## config.mk

```make
export PLATFORM = sky130hd
export DESIGN_NAME = fcrb_bank
export DESIGN_NICKNAME = d
export VERILOG_FILES = /design/src/hdl/fcrb_pkg.sv /design/src/hdl/fcrb_image_ram.sv /design/src/hdl/fcrb_lamp.sv /design/src/hdl/fcrb_bank.sv
export VERILOG_INCLUDE_DIRS = /design/src /design/src/hdl
export SDC_FILE = /design/constraint.sdc
export NUM_CORES = 1
export LEC_CHECK = 0
export ABC_CLOCK_PERIOD_IN_PS = 7900
export BUFFER_PORTS_ARGS = -buffer_cell sky130_fd_sc_hd__buf_4
export CAP_MARGIN = 20
export CELL_PAD_IN_SITES_DETAIL_PLACEMENT = 0
export CELL_PAD_IN_SITES_GLOBAL_PLACEMENT = 1
export CORE_MARGIN = 1.5
export CORE_UTILIZATION = 50
export DETAILED_ROUTE_END_ITERATION = 8
export PLACE_DENSITY = 0.86
export SLEW_MARGIN = 0
export SYNTH_ARGS = -nofsm -noshare
export SYNTH_HDL_FRONTEND = slang
export SYNTH_SLANG_ARGS = --single-unit
```

## constraint.sdc

```tcl
create_clock -name clk -period 7.9 [get_ports clk]
set_input_delay 0.395 -clock clk [delete_from_list [all_inputs] [get_ports clk]]
set_output_delay 0.395 -clock clk [all_outputs]
set_load 0.02 [all_outputs]
```

## src/hdl/fcrb_params.svh

```systemverilog
// Constants of the fan controller input register bank: indices, fields, codes and timing.
`ifndef FCRB_PARAMS_SVH
`define FCRB_PARAMS_SVH

// ----------------------------------------------------------------
// Widths and sizes
// ----------------------------------------------------------------
`define FCRB_WORD_W 16
`define FCRB_NUM_DRV 20
`define FCRB_IDX_W 5
`define FCRB_DEPTH 32
`define FCRB_QTY_W 7
`define FCRB_BLINK_CNT_W 24

// ----------------------------------------------------------------
// Register indices (protocol address, register number minus one)
// ----------------------------------------------------------------
`define FCRB_IDX_KNOB 5'h00
`define FCRB_IDX_ORIGIN 5'h01
`define FCRB_IDX_INPUT 5'h02
`define FCRB_IDX_OUTPUT 5'h03
`define FCRB_IDX_INSTALL 5'h04
`define FCRB_IDX_DRV_FIRST 5'h0A
`define FCRB_IDX_DRV_LAST 5'h1D
`define FCRB_MAP_END 17'h0001E
`define FCRB_QTY_MAX 16'h007D

// ----------------------------------------------------------------
// Values, codes and field positions
// ----------------------------------------------------------------
`define FCRB_PERMILLE_MAX 16'h03E8
`define FCRB_EXC_ADDR 16'h0002
`define FCRB_EXC_QTY 16'h0003
`define FCRB_POS_SUMMARY 8
`define FCRB_INST_OK 3'h0
`define FCRB_INST_CFG 3'h1
`define FCRB_INST_NORESP 3'h2
`define FCRB_INST_WARN 3'h4
`define FCRB_INST_ERR 3'h6
`define FCRB_COL_GREEN 2'h0
`define FCRB_COL_BLUE 2'h1
`define FCRB_COL_YELLOW 2'h2
`define FCRB_COL_RED 2'h3

// ----------------------------------------------------------------
// Timing
// ----------------------------------------------------------------
`define FCRB_CLK_HZ 20000000
`define FCRB_BLINK_HALF_MS 500
`define FCRB_BLINK_HALF_CYC ((`FCRB_CLK_HZ / 1000) * `FCRB_BLINK_HALF_MS)

`endif

```

## src/hdl/fcrb_pkg.sv

```systemverilog
// Types of the fan controller input register bank.
`include "fcrb_params.svh"

package fcrb_pkg;

  // ----------------------------------------------------------------
  // Request engine
  // ----------------------------------------------------------------
  typedef enum logic [1:0] {S_IDLE, S_FETCH, S_LOAD, S_SEND} fcrb_state_t;

  typedef struct packed {
    fcrb_state_t state;
    logic [`FCRB_IDX_W-1:0] scan;
    logic [`FCRB_IDX_W-1:0] ptr;
    logic [`FCRB_QTY_W-1:0] left;
    logic [2:0] install;
    logic req_ready;
    logic rsp_valid;
    logic [`FCRB_WORD_W-1:0] rsp_data;
    logic rsp_exc;
    logic rsp_last;
  } fcrb_core_t;

  // ----------------------------------------------------------------
  // Lamp driver and image memory
  // ----------------------------------------------------------------
  typedef struct packed {
    logic [`FCRB_BLINK_CNT_W-1:0] cnt;
    logic phase;
    logic [3:0] lamp;
  } fcrb_lamp_t;

  typedef struct packed {
    logic [`FCRB_WORD_W-1:0] rd_data;
  } fcrb_ram_t;

endpackage : fcrb_pkg

```

## src/hdl/fcrb_image_ram.sv

```systemverilog
// Image memory of the input registers, one write port and a registered read port.
`include "fcrb_params.svh"

module fcrb_image_ram
(
  // Clock and reset
  input wire logic clk,
  input wire logic rst_n,
  // Write port
  input wire logic [`FCRB_IDX_W-1:0] wr_addr,
  input wire logic [`FCRB_WORD_W-1:0] wr_data,
  // Read port
  input wire logic [`FCRB_IDX_W-1:0] rd_addr,
  output logic [`FCRB_WORD_W-1:0] rd_data
);
  import fcrb_pkg::*;

  logic [`FCRB_WORD_W-1:0] mem [`FCRB_DEPTH];
  fcrb_ram_t q_r;
  fcrb_ram_t q_nxt;

  // ----------------------------------------------------------------
  // Storage
  // ----------------------------------------------------------------
  // Array has no reset; the scanner fills it within one sweep
  always_ff @(posedge clk)
  begin
    mem[wr_addr] <= wr_data;
  end

  // Read data from a register, old word on a same-address collision
  always_comb
  begin
    q_nxt = q_r;
    q_nxt.rd_data = mem[rd_addr];
  end

  always_ff @(posedge clk or negedge rst_n)
  begin
    if (!rst_n)
      q_r <= '0;
    else
      q_r <= q_nxt;
  end

  assign rd_data = q_r.rd_data;

endmodule : fcrb_image_ram

```

## src/hdl/fcrb_lamp.sv

```systemverilog
// Status lamp driver: colour from the installation code, steady or blinking.
`include "fcrb_params.svh"

module fcrb_lamp
#(
  parameter int BLINK_HALF_CYC = `FCRB_BLINK_HALF_CYC
)
(
  // Clock and reset
  input wire logic clk,
  input wire logic rst_n,
  // Installation code
  input wire logic [2:0] code,
  // Lamp, one bit per colour: green, blue, yellow, red
  output logic [3:0] lamp
);
  import fcrb_pkg::*;

  localparam logic [`FCRB_BLINK_CNT_W-1:0] HALF_LAST = `FCRB_BLINK_CNT_W'(BLINK_HALF_CYC - 1);

  fcrb_lamp_t q_r;
  fcrb_lamp_t q_nxt;

  // ----------------------------------------------------------------
  // Blink timer and colour select
  // ----------------------------------------------------------------
  always_comb
  begin
    q_nxt = q_r;
    if (q_r.cnt >= HALF_LAST)
    begin
      q_nxt.cnt = '0;
      q_nxt.phase = ~q_r.phase;
    end
    else
      q_nxt.cnt = q_r.cnt + 1'b1;
    // Upper code bits pick colour, low bit asks for blinking
    q_nxt.lamp = '0;
    q_nxt.lamp[code[2:1]] = ~code[0] | q_r.phase;
  end

  always_ff @(posedge clk or negedge rst_n)
  begin
    if (!rst_n)
      q_r <= '0;
    else
      q_r <= q_nxt;
  end

  assign lamp = q_r.lamp;
endmodule : fcrb_lamp

```

## src/hdl/fcrb_bank.sv

```systemverilog
// Input register bank of the fan controller, answering read-input-registers requests.
`include "fcrb_params.svh"

module fcrb_bank
#(
  parameter int BLINK_HALF_CYC = `FCRB_BLINK_HALF_CYC
)
(
  // Clock and reset
  input wire logic clk,
  input wire logic rst_n,
  // Live process values
  input wire logic [`FCRB_WORD_W-1:0] knob_raw,
  input wire logic source_sel,
  input wire logic [`FCRB_WORD_W-1:0] override_value,
  input wire logic [`FCRB_WORD_W-1:0] output_raw,
  input wire logic cfg_needed,
  // Per-motor event flags
  input wire logic [`FCRB_NUM_DRV-1:0][5:0] drv_warn,
  input wire logic [`FCRB_NUM_DRV-1:0][6:0] drv_err,
  // Read request
  input wire logic req_valid,
  input wire logic [`FCRB_WORD_W-1:0] req_start,
  input wire logic [`FCRB_WORD_W-1:0] req_qty,
  output logic req_ready,
  // Read response
  output logic rsp_valid,
  input wire logic rsp_ready,
  output logic [`FCRB_WORD_W-1:0] rsp_data,
  output logic rsp_exc,
  output logic rsp_last,
  // Status lamp
  output logic [3:0] lamp,
  output logic [2:0] install_code
);
  import fcrb_pkg::*;

  fcrb_core_t q_r;
  fcrb_core_t q_nxt;

  logic [`FCRB_NUM_DRV-1:0][`FCRB_WORD_W-1:0] drv_word;
  logic [`FCRB_NUM_DRV-1:0] drv_has_err;
  logic [`FCRB_NUM_DRV-1:0] drv_has_warn;
  logic [`FCRB_NUM_DRV-1:0] drv_no_resp;
  logic [`FCRB_WORD_W-1:0] knob_live;
  logic [`FCRB_WORD_W-1:0] input_live;
  logic [`FCRB_WORD_W-1:0] output_live;
  logic [`FCRB_WORD_W-1:0] origin_live;
  logic [2:0] install_live;
  logic [`FCRB_WORD_W-1:0] scan_value;
  logic [`FCRB_IDX_W-1:0] scan_drv;
  logic [`FCRB_WORD_W-1:0] ram_rdata;
  logic [`FCRB_WORD_W:0] req_end;
  logic qty_bad;
  logic addr_bad;
  logic take;
  logic err_many;

  // ----------------------------------------------------------------
  // Helpers
  // ----------------------------------------------------------------
  // Saturate a per-mille quantity; raw sources may overshoot full scale
  function automatic logic [`FCRB_WORD_W-1:0] clamp_pm(input logic [`FCRB_WORD_W-1:0] v);
    clamp_pm = (v > `FCRB_PERMILLE_MAX) ? `FCRB_PERMILLE_MAX : v;
  endfunction : clamp_pm

  // True when two or more bits are set
  function automatic logic many(input logic [`FCRB_NUM_DRV-1:0] v);
    many = |(v & (v - 1'b1));
  endfunction : many

  // ----------------------------------------------------------------
  // Per-mille values and input origin
  // ----------------------------------------------------------------
  // Clamp before selection so the input value never exceeds full scale
  assign knob_live = clamp_pm(knob_raw);
  assign output_live = clamp_pm(output_raw);
  assign input_live = source_sel ? clamp_pm(override_value) : knob_live;
  assign origin_live = {{(`FCRB_WORD_W-1){1'b0}}, source_sel};

  // ----------------------------------------------------------------
  // Motor status words
  // ----------------------------------------------------------------
  // Word bit k-1 carries numbered bit k, so bit 1 lands on the LSB
  generate
    for (genvar i = 0; i < `FCRB_NUM_DRV; i++)
    begin : g_drv
      assign drv_word[i][2:0] = drv_warn[i][2:0];
      assign drv_word[i][4:3] = 2'h0;
      assign drv_word[i][7:5] = drv_warn[i][5:3];
      assign drv_word[i][`FCRB_POS_SUMMARY] = |drv_err[i];
      assign drv_word[i][15:9] = drv_err[i];
      assign drv_has_err[i] = drv_word[i][`FCRB_POS_SUMMARY];
      assign drv_has_warn[i] = |{drv_word[i][7:5], drv_word[i][2:1]};
      assign drv_no_resp[i] = drv_word[i][0];
    end
  endgenerate

  // ----------------------------------------------------------------
  // Installation code
  // ----------------------------------------------------------------
  // Several motors in error, kept as a net so the checks can sample it
  assign err_many = many(drv_has_err);

  // Most severe condition wins; the low bit tells one motor from several
  always_comb
  begin
    if (|drv_has_err)
      install_live = `FCRB_INST_ERR | {2'h0, many(drv_has_err)};
    else if (|drv_has_warn)
      install_live = `FCRB_INST_WARN | {2'h0, many(drv_has_warn)};
    else if (|drv_no_resp)
      install_live = `FCRB_INST_NORESP | {2'h0, many(drv_no_resp)};
    else if (cfg_needed)
      install_live = `FCRB_INST_CFG;
    else
      install_live = `FCRB_INST_OK;
  end

  // ----------------------------------------------------------------
  // Image scanner
  // ----------------------------------------------------------------
  // One location refreshed per clock, so a word is at most a sweep old
  assign scan_drv = q_r.scan - `FCRB_IDX_DRV_FIRST;

  always_comb
  begin
    scan_value = '0;
    if (q_r.scan >= `FCRB_IDX_DRV_FIRST && q_r.scan <= `FCRB_IDX_DRV_LAST)
      scan_value = drv_word[scan_drv];
    else
    begin
      unique case (q_r.scan)
        `FCRB_IDX_KNOB: scan_value = knob_live;
        `FCRB_IDX_ORIGIN: scan_value = origin_live;
        `FCRB_IDX_INPUT: scan_value = input_live;
        `FCRB_IDX_OUTPUT: scan_value = output_live;
        `FCRB_IDX_INSTALL: scan_value = {13'h0000, q_r.install};
        default: scan_value = '0;
      endcase
    end
  end

  fcrb_image_ram u_ram
  (
    .clk(clk),
    .rst_n(rst_n),
    .wr_addr(q_r.scan),
    .wr_data(scan_value),
    .rd_addr(q_r.ptr),
    .rd_data(ram_rdata)
  );

  // ----------------------------------------------------------------
  // Request checks
  // ----------------------------------------------------------------
  // Quantity is judged before address, as the protocol orders them
  assign req_end = {1'b0, req_start} + {1'b0, req_qty};
  assign qty_bad = (req_qty == '0) || (req_qty > `FCRB_QTY_MAX);
  assign addr_bad = req_end > `FCRB_MAP_END;
  assign take = req_valid && q_r.req_ready;

  // ----------------------------------------------------------------
  // Request engine
  // ----------------------------------------------------------------
  // Reads only move the pointer; no register content changes on read
  always_comb
  begin
    q_nxt = q_r;
    q_nxt.scan = q_r.scan + 1'b1;
    q_nxt.install = install_live;
    unique case (q_r.state)
      S_IDLE:
      begin
        if (take)
        begin
          q_nxt.req_ready = 1'b0;
          if (qty_bad || addr_bad)
          begin
            q_nxt.rsp_valid = 1'b1;
            q_nxt.rsp_exc = 1'b1;
            q_nxt.rsp_last = 1'b1;
            q_nxt.rsp_data = qty_bad ? `FCRB_EXC_QTY : `FCRB_EXC_ADDR;
            q_nxt.state = S_SEND;
          end
          else
          begin
            q_nxt.ptr = req_start[`FCRB_IDX_W-1:0];
            q_nxt.left = req_qty[`FCRB_QTY_W-1:0];
            q_nxt.state = S_FETCH;
          end
        end
      end
      S_FETCH:
        q_nxt.state = S_LOAD;
      S_LOAD:
      begin
        q_nxt.rsp_valid = 1'b1;
        q_nxt.rsp_exc = 1'b0;
        q_nxt.rsp_data = ram_rdata;
        q_nxt.rsp_last = (q_r.left == 7'h01);
        q_nxt.state = S_SEND;
      end
      S_SEND:
      begin
        if (rsp_ready)
        begin
          q_nxt.rsp_valid = 1'b0;
          if (q_r.rsp_last)
          begin
            q_nxt.rsp_last = 1'b0;
            q_nxt.rsp_exc = 1'b0;
            q_nxt.req_ready = 1'b1;
            q_nxt.state = S_IDLE;
          end
          else
          begin
            q_nxt.ptr = q_r.ptr + 1'b1;
            q_nxt.left = q_r.left - 1'b1;
            q_nxt.state = S_FETCH;
          end
        end
      end
    endcase
  end

  always_ff @(posedge clk or negedge rst_n)
  begin
    if (!rst_n)
    begin
      q_r <= '0;
      q_r.state <= S_IDLE;
      q_r.req_ready <= 1'b1;
    end
    else
      q_r <= q_nxt;
  end

  // ----------------------------------------------------------------
  // Lamp
  // ----------------------------------------------------------------
  fcrb_lamp #(.BLINK_HALF_CYC(BLINK_HALF_CYC)) u_lamp
  (
    .clk(clk),
    .rst_n(rst_n),
    .code(q_r.install),
    .lamp(lamp)
  );

  assign req_ready = q_r.req_ready;
  assign rsp_valid = q_r.rsp_valid;
  assign rsp_data = q_r.rsp_data;
  assign rsp_exc = q_r.rsp_exc;
  assign rsp_last = q_r.rsp_last;
  assign install_code = q_r.install;
endmodule : fcrb_bank

```

==> impl_results.md <==
- Via count: 18,957
- Tightest Pin Transition: 1.16 ns
- # hold bufs at CTS: 1
- Number of remaining DRC errors: 0
- Antenna diode count: 0
- Initial antenna violation count: 1
- Global-route wire length before repair: 127 mm
- Required @ worst endpoint: 8.15 ns
- Pleak: 11.9 nW
- Gr usage total: 29.1%
- Synth-to-layout area growth: 20.1%
- Worst stage delay on the critical path: 1.03 ns
- Seq/Total Area, Yosys: 61.2%
- GRT overflow: 0
- Cells on Worst Hold Path: 3
- GPL Wtd Cong: 0.943
- Mapped cell area: 28,700 um^2
- Largest net degree at the start of global routing: 86
- Worst slack, placed: 3.05 ns
- Filler cell count in the final layout: 4,054
- Routed WL: 86.4 mm
- Cells on worst reg2reg path: 5
- Die X: 242 um
- Setup TNS: 0 ns
- Synth Instances: 1,775
- Worst clock skew: 0.0164 ns
- Peak VDD IR: 0.176 mV
- Hold Violations, Final: 0
- Pwr per Cell Area: 193 nW/um^2
- WP data arrival: 5.07 ns
- Status: finished clean
- Max clock buf depth: 3
- Slowest stage cell, crit path: ha_1
- Post-Syn Nets: 2,153
- CORE AREA: 56,500 um^2
- Ys flop type: edfxtp_1
- Post-DP HPWL: 57.2 mm
- Die H: 242 um
- Sink Count: 599
- CTS clock-pin slew for the worst setup and hold paths: 0.06 ns
- Fin crit share: 61.0%
- Syn avg cell area: 16.2 um^2
- Fin crit period: 4.82 ns
- Die footprint: 58,800 um^2
- Post-CTS setup buffer count: 0
- Max Cap Violations: 0
- CP Launch Type: flip-flop
- RSZ-0062 raised after global routing: no
- Yosys reg bits: 599
- Final WS setup: 3.08 ns
- Initial drt markers: 1,989
- IO Port Bufs: 372
- Maximum clock frequency: 208 MHz
- Worst setup path class: reg -> reg
- Core Rows: 87
- Io pins: 373
- H-tree Lvls: 2
- Routed WL per cell: 29.2 um
- Setup violations, final: 0
- Final Max Tran Viols: 0
- Clock root buffer master: clkbuf_16
- CTS tree: yes
- Endpoint type of the worst setup path: flip-flop
- Worst Path Max Fanout: 38
- Post-synth EDFFs: 512
- Async S/R FF share, synth: 14.5%
- Post-route ant nets: 0
- Synth cell types: 89
- Synth warnings: 0
- Hold Path Class: in -> reg
- Layout cell share with drive strength beyond 1: 37.9%
- Number of iterations in the first detailed-routing pass: 6
- Avg Vias per Cell: 6.40
- Final #Nets: 2,534
- Cell chain of the critical path: clkinv_1 -> ha_1 -> and3_1 -> a22oi_1 -> o2111ai_2
- Gates resized, CTS repair: 0
- Slew HR: 22.4%
- Num CTS Buffers: 58
- Effective utilization at floorplan: 50.8%
- Vias in the first global route: 19,593
- Clock Latency Late Sink: 0.62 ns
-- power breakdown --
group | switching (mW) | total (mW) | internal, mW
Combinational | 0.196 | 0.400 | 0.204
Sequential | 0.00132 | 3.43 | 3.43
Clock | 1.21 | 2.82 | 1.61
-- through the flow --
step                utilization [%]  total power, mW  hold WS, ns  instance area [um^2]  std cells
global placement               57.2             3.88        0.362                 32300       2841
CTS                            60.7             6.66       0.0734                 34300       2955
floorplan                         -             3.65       0.0994                 28700       1775
detailed placement             57.3             3.88        0.370                 32400       2844
finish                         61.0             6.65        0.103                 34400       2962
global route                   61.0             6.81        0.115                 34400       2962
-- cells in the final DEF (no fill, tap or decap), types with 7 or more instances in the layout --
master	synthesis	layout
edfxtp_1	512	512
buf_4	23	421
mux4_2	243	243
nor2_1	135	128
nand2_1	110	110
dfrtp_1	86	81
o21ai_0	59	58
clkbuf_16	0	58
nor3_1	43	43
inv_1	38	38
nor4_1	37	37
ha_1	31	31
a21oi_1	31	30
nand3_1	29	29
or4_1	23	23
mux2_2	22	22
mux2i_1	21	21
clkinv_1	2	18
xor2_1	18	17
nand4_1	15	15
xnor2_1	15	15
a22oi_1	13	13
and3_1	10	10
and2_1	10	10
nand2b_1	10	10
a31oi_1	10	10
clkinv_2	0	10
o211ai_1	8	8
a211oi_1	8	8
bufinv_16	0	8
or3_1	7	7
maj3_1	7	7
o21a_1	7	7
nor2_2	1	7
-- flip-flops by register name (all words and copies together), names as in the netlist --
signal / flops
rsp_exc: 1
req_ready: 1
rsp_data: 16
install_code: 3
u_lamp.q_r: 25
rsp_valid: 1
u_ram.rd_data: 16
u_lamp.lamp: 4
u_ram.mem: 512
rsp_last: 1
q_r: 19
-- cell usage after synthesis (all sizes together), types with 5 or more instances --
cell,number,area share (%)
edfxtp,512,54
mux4,243,19
nor2,136,1.8
nand2,110,1.4
dfrtp,86,7.5
o21ai,67,1.2
clkbuf,59,0.77
buf,51,1.1
nor3,45,0.82
inv,38,0.50
nor4,38,0.85
a21oi,31,0.54
ha,31,1.4
nand3,30,0.54
or4,23,0.60
mux2,22,0.86
mux2i,21,0.73
xor2,18,0.55
nand4,15,0.33
xnor2,15,0.46
a22oi,14,0.41
a211oi,11,0.34
a31oi,11,0.26
and2,10,0.22
and3,10,0.22
nand2b,10,0.22
o211ai,8,0.21
or3,8,0.19
maj3,7,0.24
nor3b,7,0.20
o21a,7,0.18
o31ai,6,0.16
or2,6,0.13
nor4b,5,0.15
-- logic make-up after synthesis --
family | synth area share, %
AOI/OAI and AO/OA | 4.87
xor gates and xnor gates | 1.01
adders and majority gates | 1.67
buffers and inverters | 2.39
DFF | 61.2
muxes | 20.7
and+or+nand+nor | 8.18
-- worst max-delay path, delay by kind of cell, from the launching register on --
| family | cells | cell delay (ns) |
|---|---|---|
| AO/OA/AOI/OAI | 2 | 1.21 |
| buffers and inverters | 1 | 0.60 |
| flip-flops | 1 | 0.93 |
| adder cells (fa/ha/maj) | 1 | 1.03 |
| AND/OR/NAND/NOR | 1 | 0.67 |
-- path summary, 6_finish.rpt --
kind                                              endpoint                     start  slack, ns
worst max-delay path            u_ram.mem[23][7]$_DFFE_PP_         q_r[36]$_DFF_PN0_       3.08
worst min-delay path                 req_ready$_DFFE_PN1P_                 rsp_ready       0.10
worst max register to register  u_ram.mem[23][7]$_DFFE_PP_         q_r[36]$_DFF_PN0_       3.08
worst min register to register    u_lamp.q_r[27]$_DFF_PN0_  u_lamp.q_r[28]$_DFF_PN0_       0.45
max in group asynchronous              q_r[30]$_DFFE_PN0P_                     rst_n       6.37
min in group asynchronous         u_lamp.lamp[1]$_DFF_PN0_                     rst_n       0.27
-- final cells by class --
cell class                 count  area [um^2]  share of cell area (%)
clock inverter                46          460                    1.34
multi-input combinational   1026        10500                    30.5
timing repair buffer         431         3330                    9.66
inverter                      40          150                   0.436
tap                          756          946                    2.75
sequential                   599        17600                    51.0
clock buffer                  64         1470                    4.28
-- routing by layer --
layer	wire length [um]	share of wire [%]	up-vias	global-route usage [%]
li1	-	-	7971	-
met1	32300	37	9717	37.7
met2	44200	51	1089	51.0
met3	7100	8.2	180	4.00
met4	2800	3.2	0	9.10
met5	0	0	-	0
(Power assumes the default switching activity.)
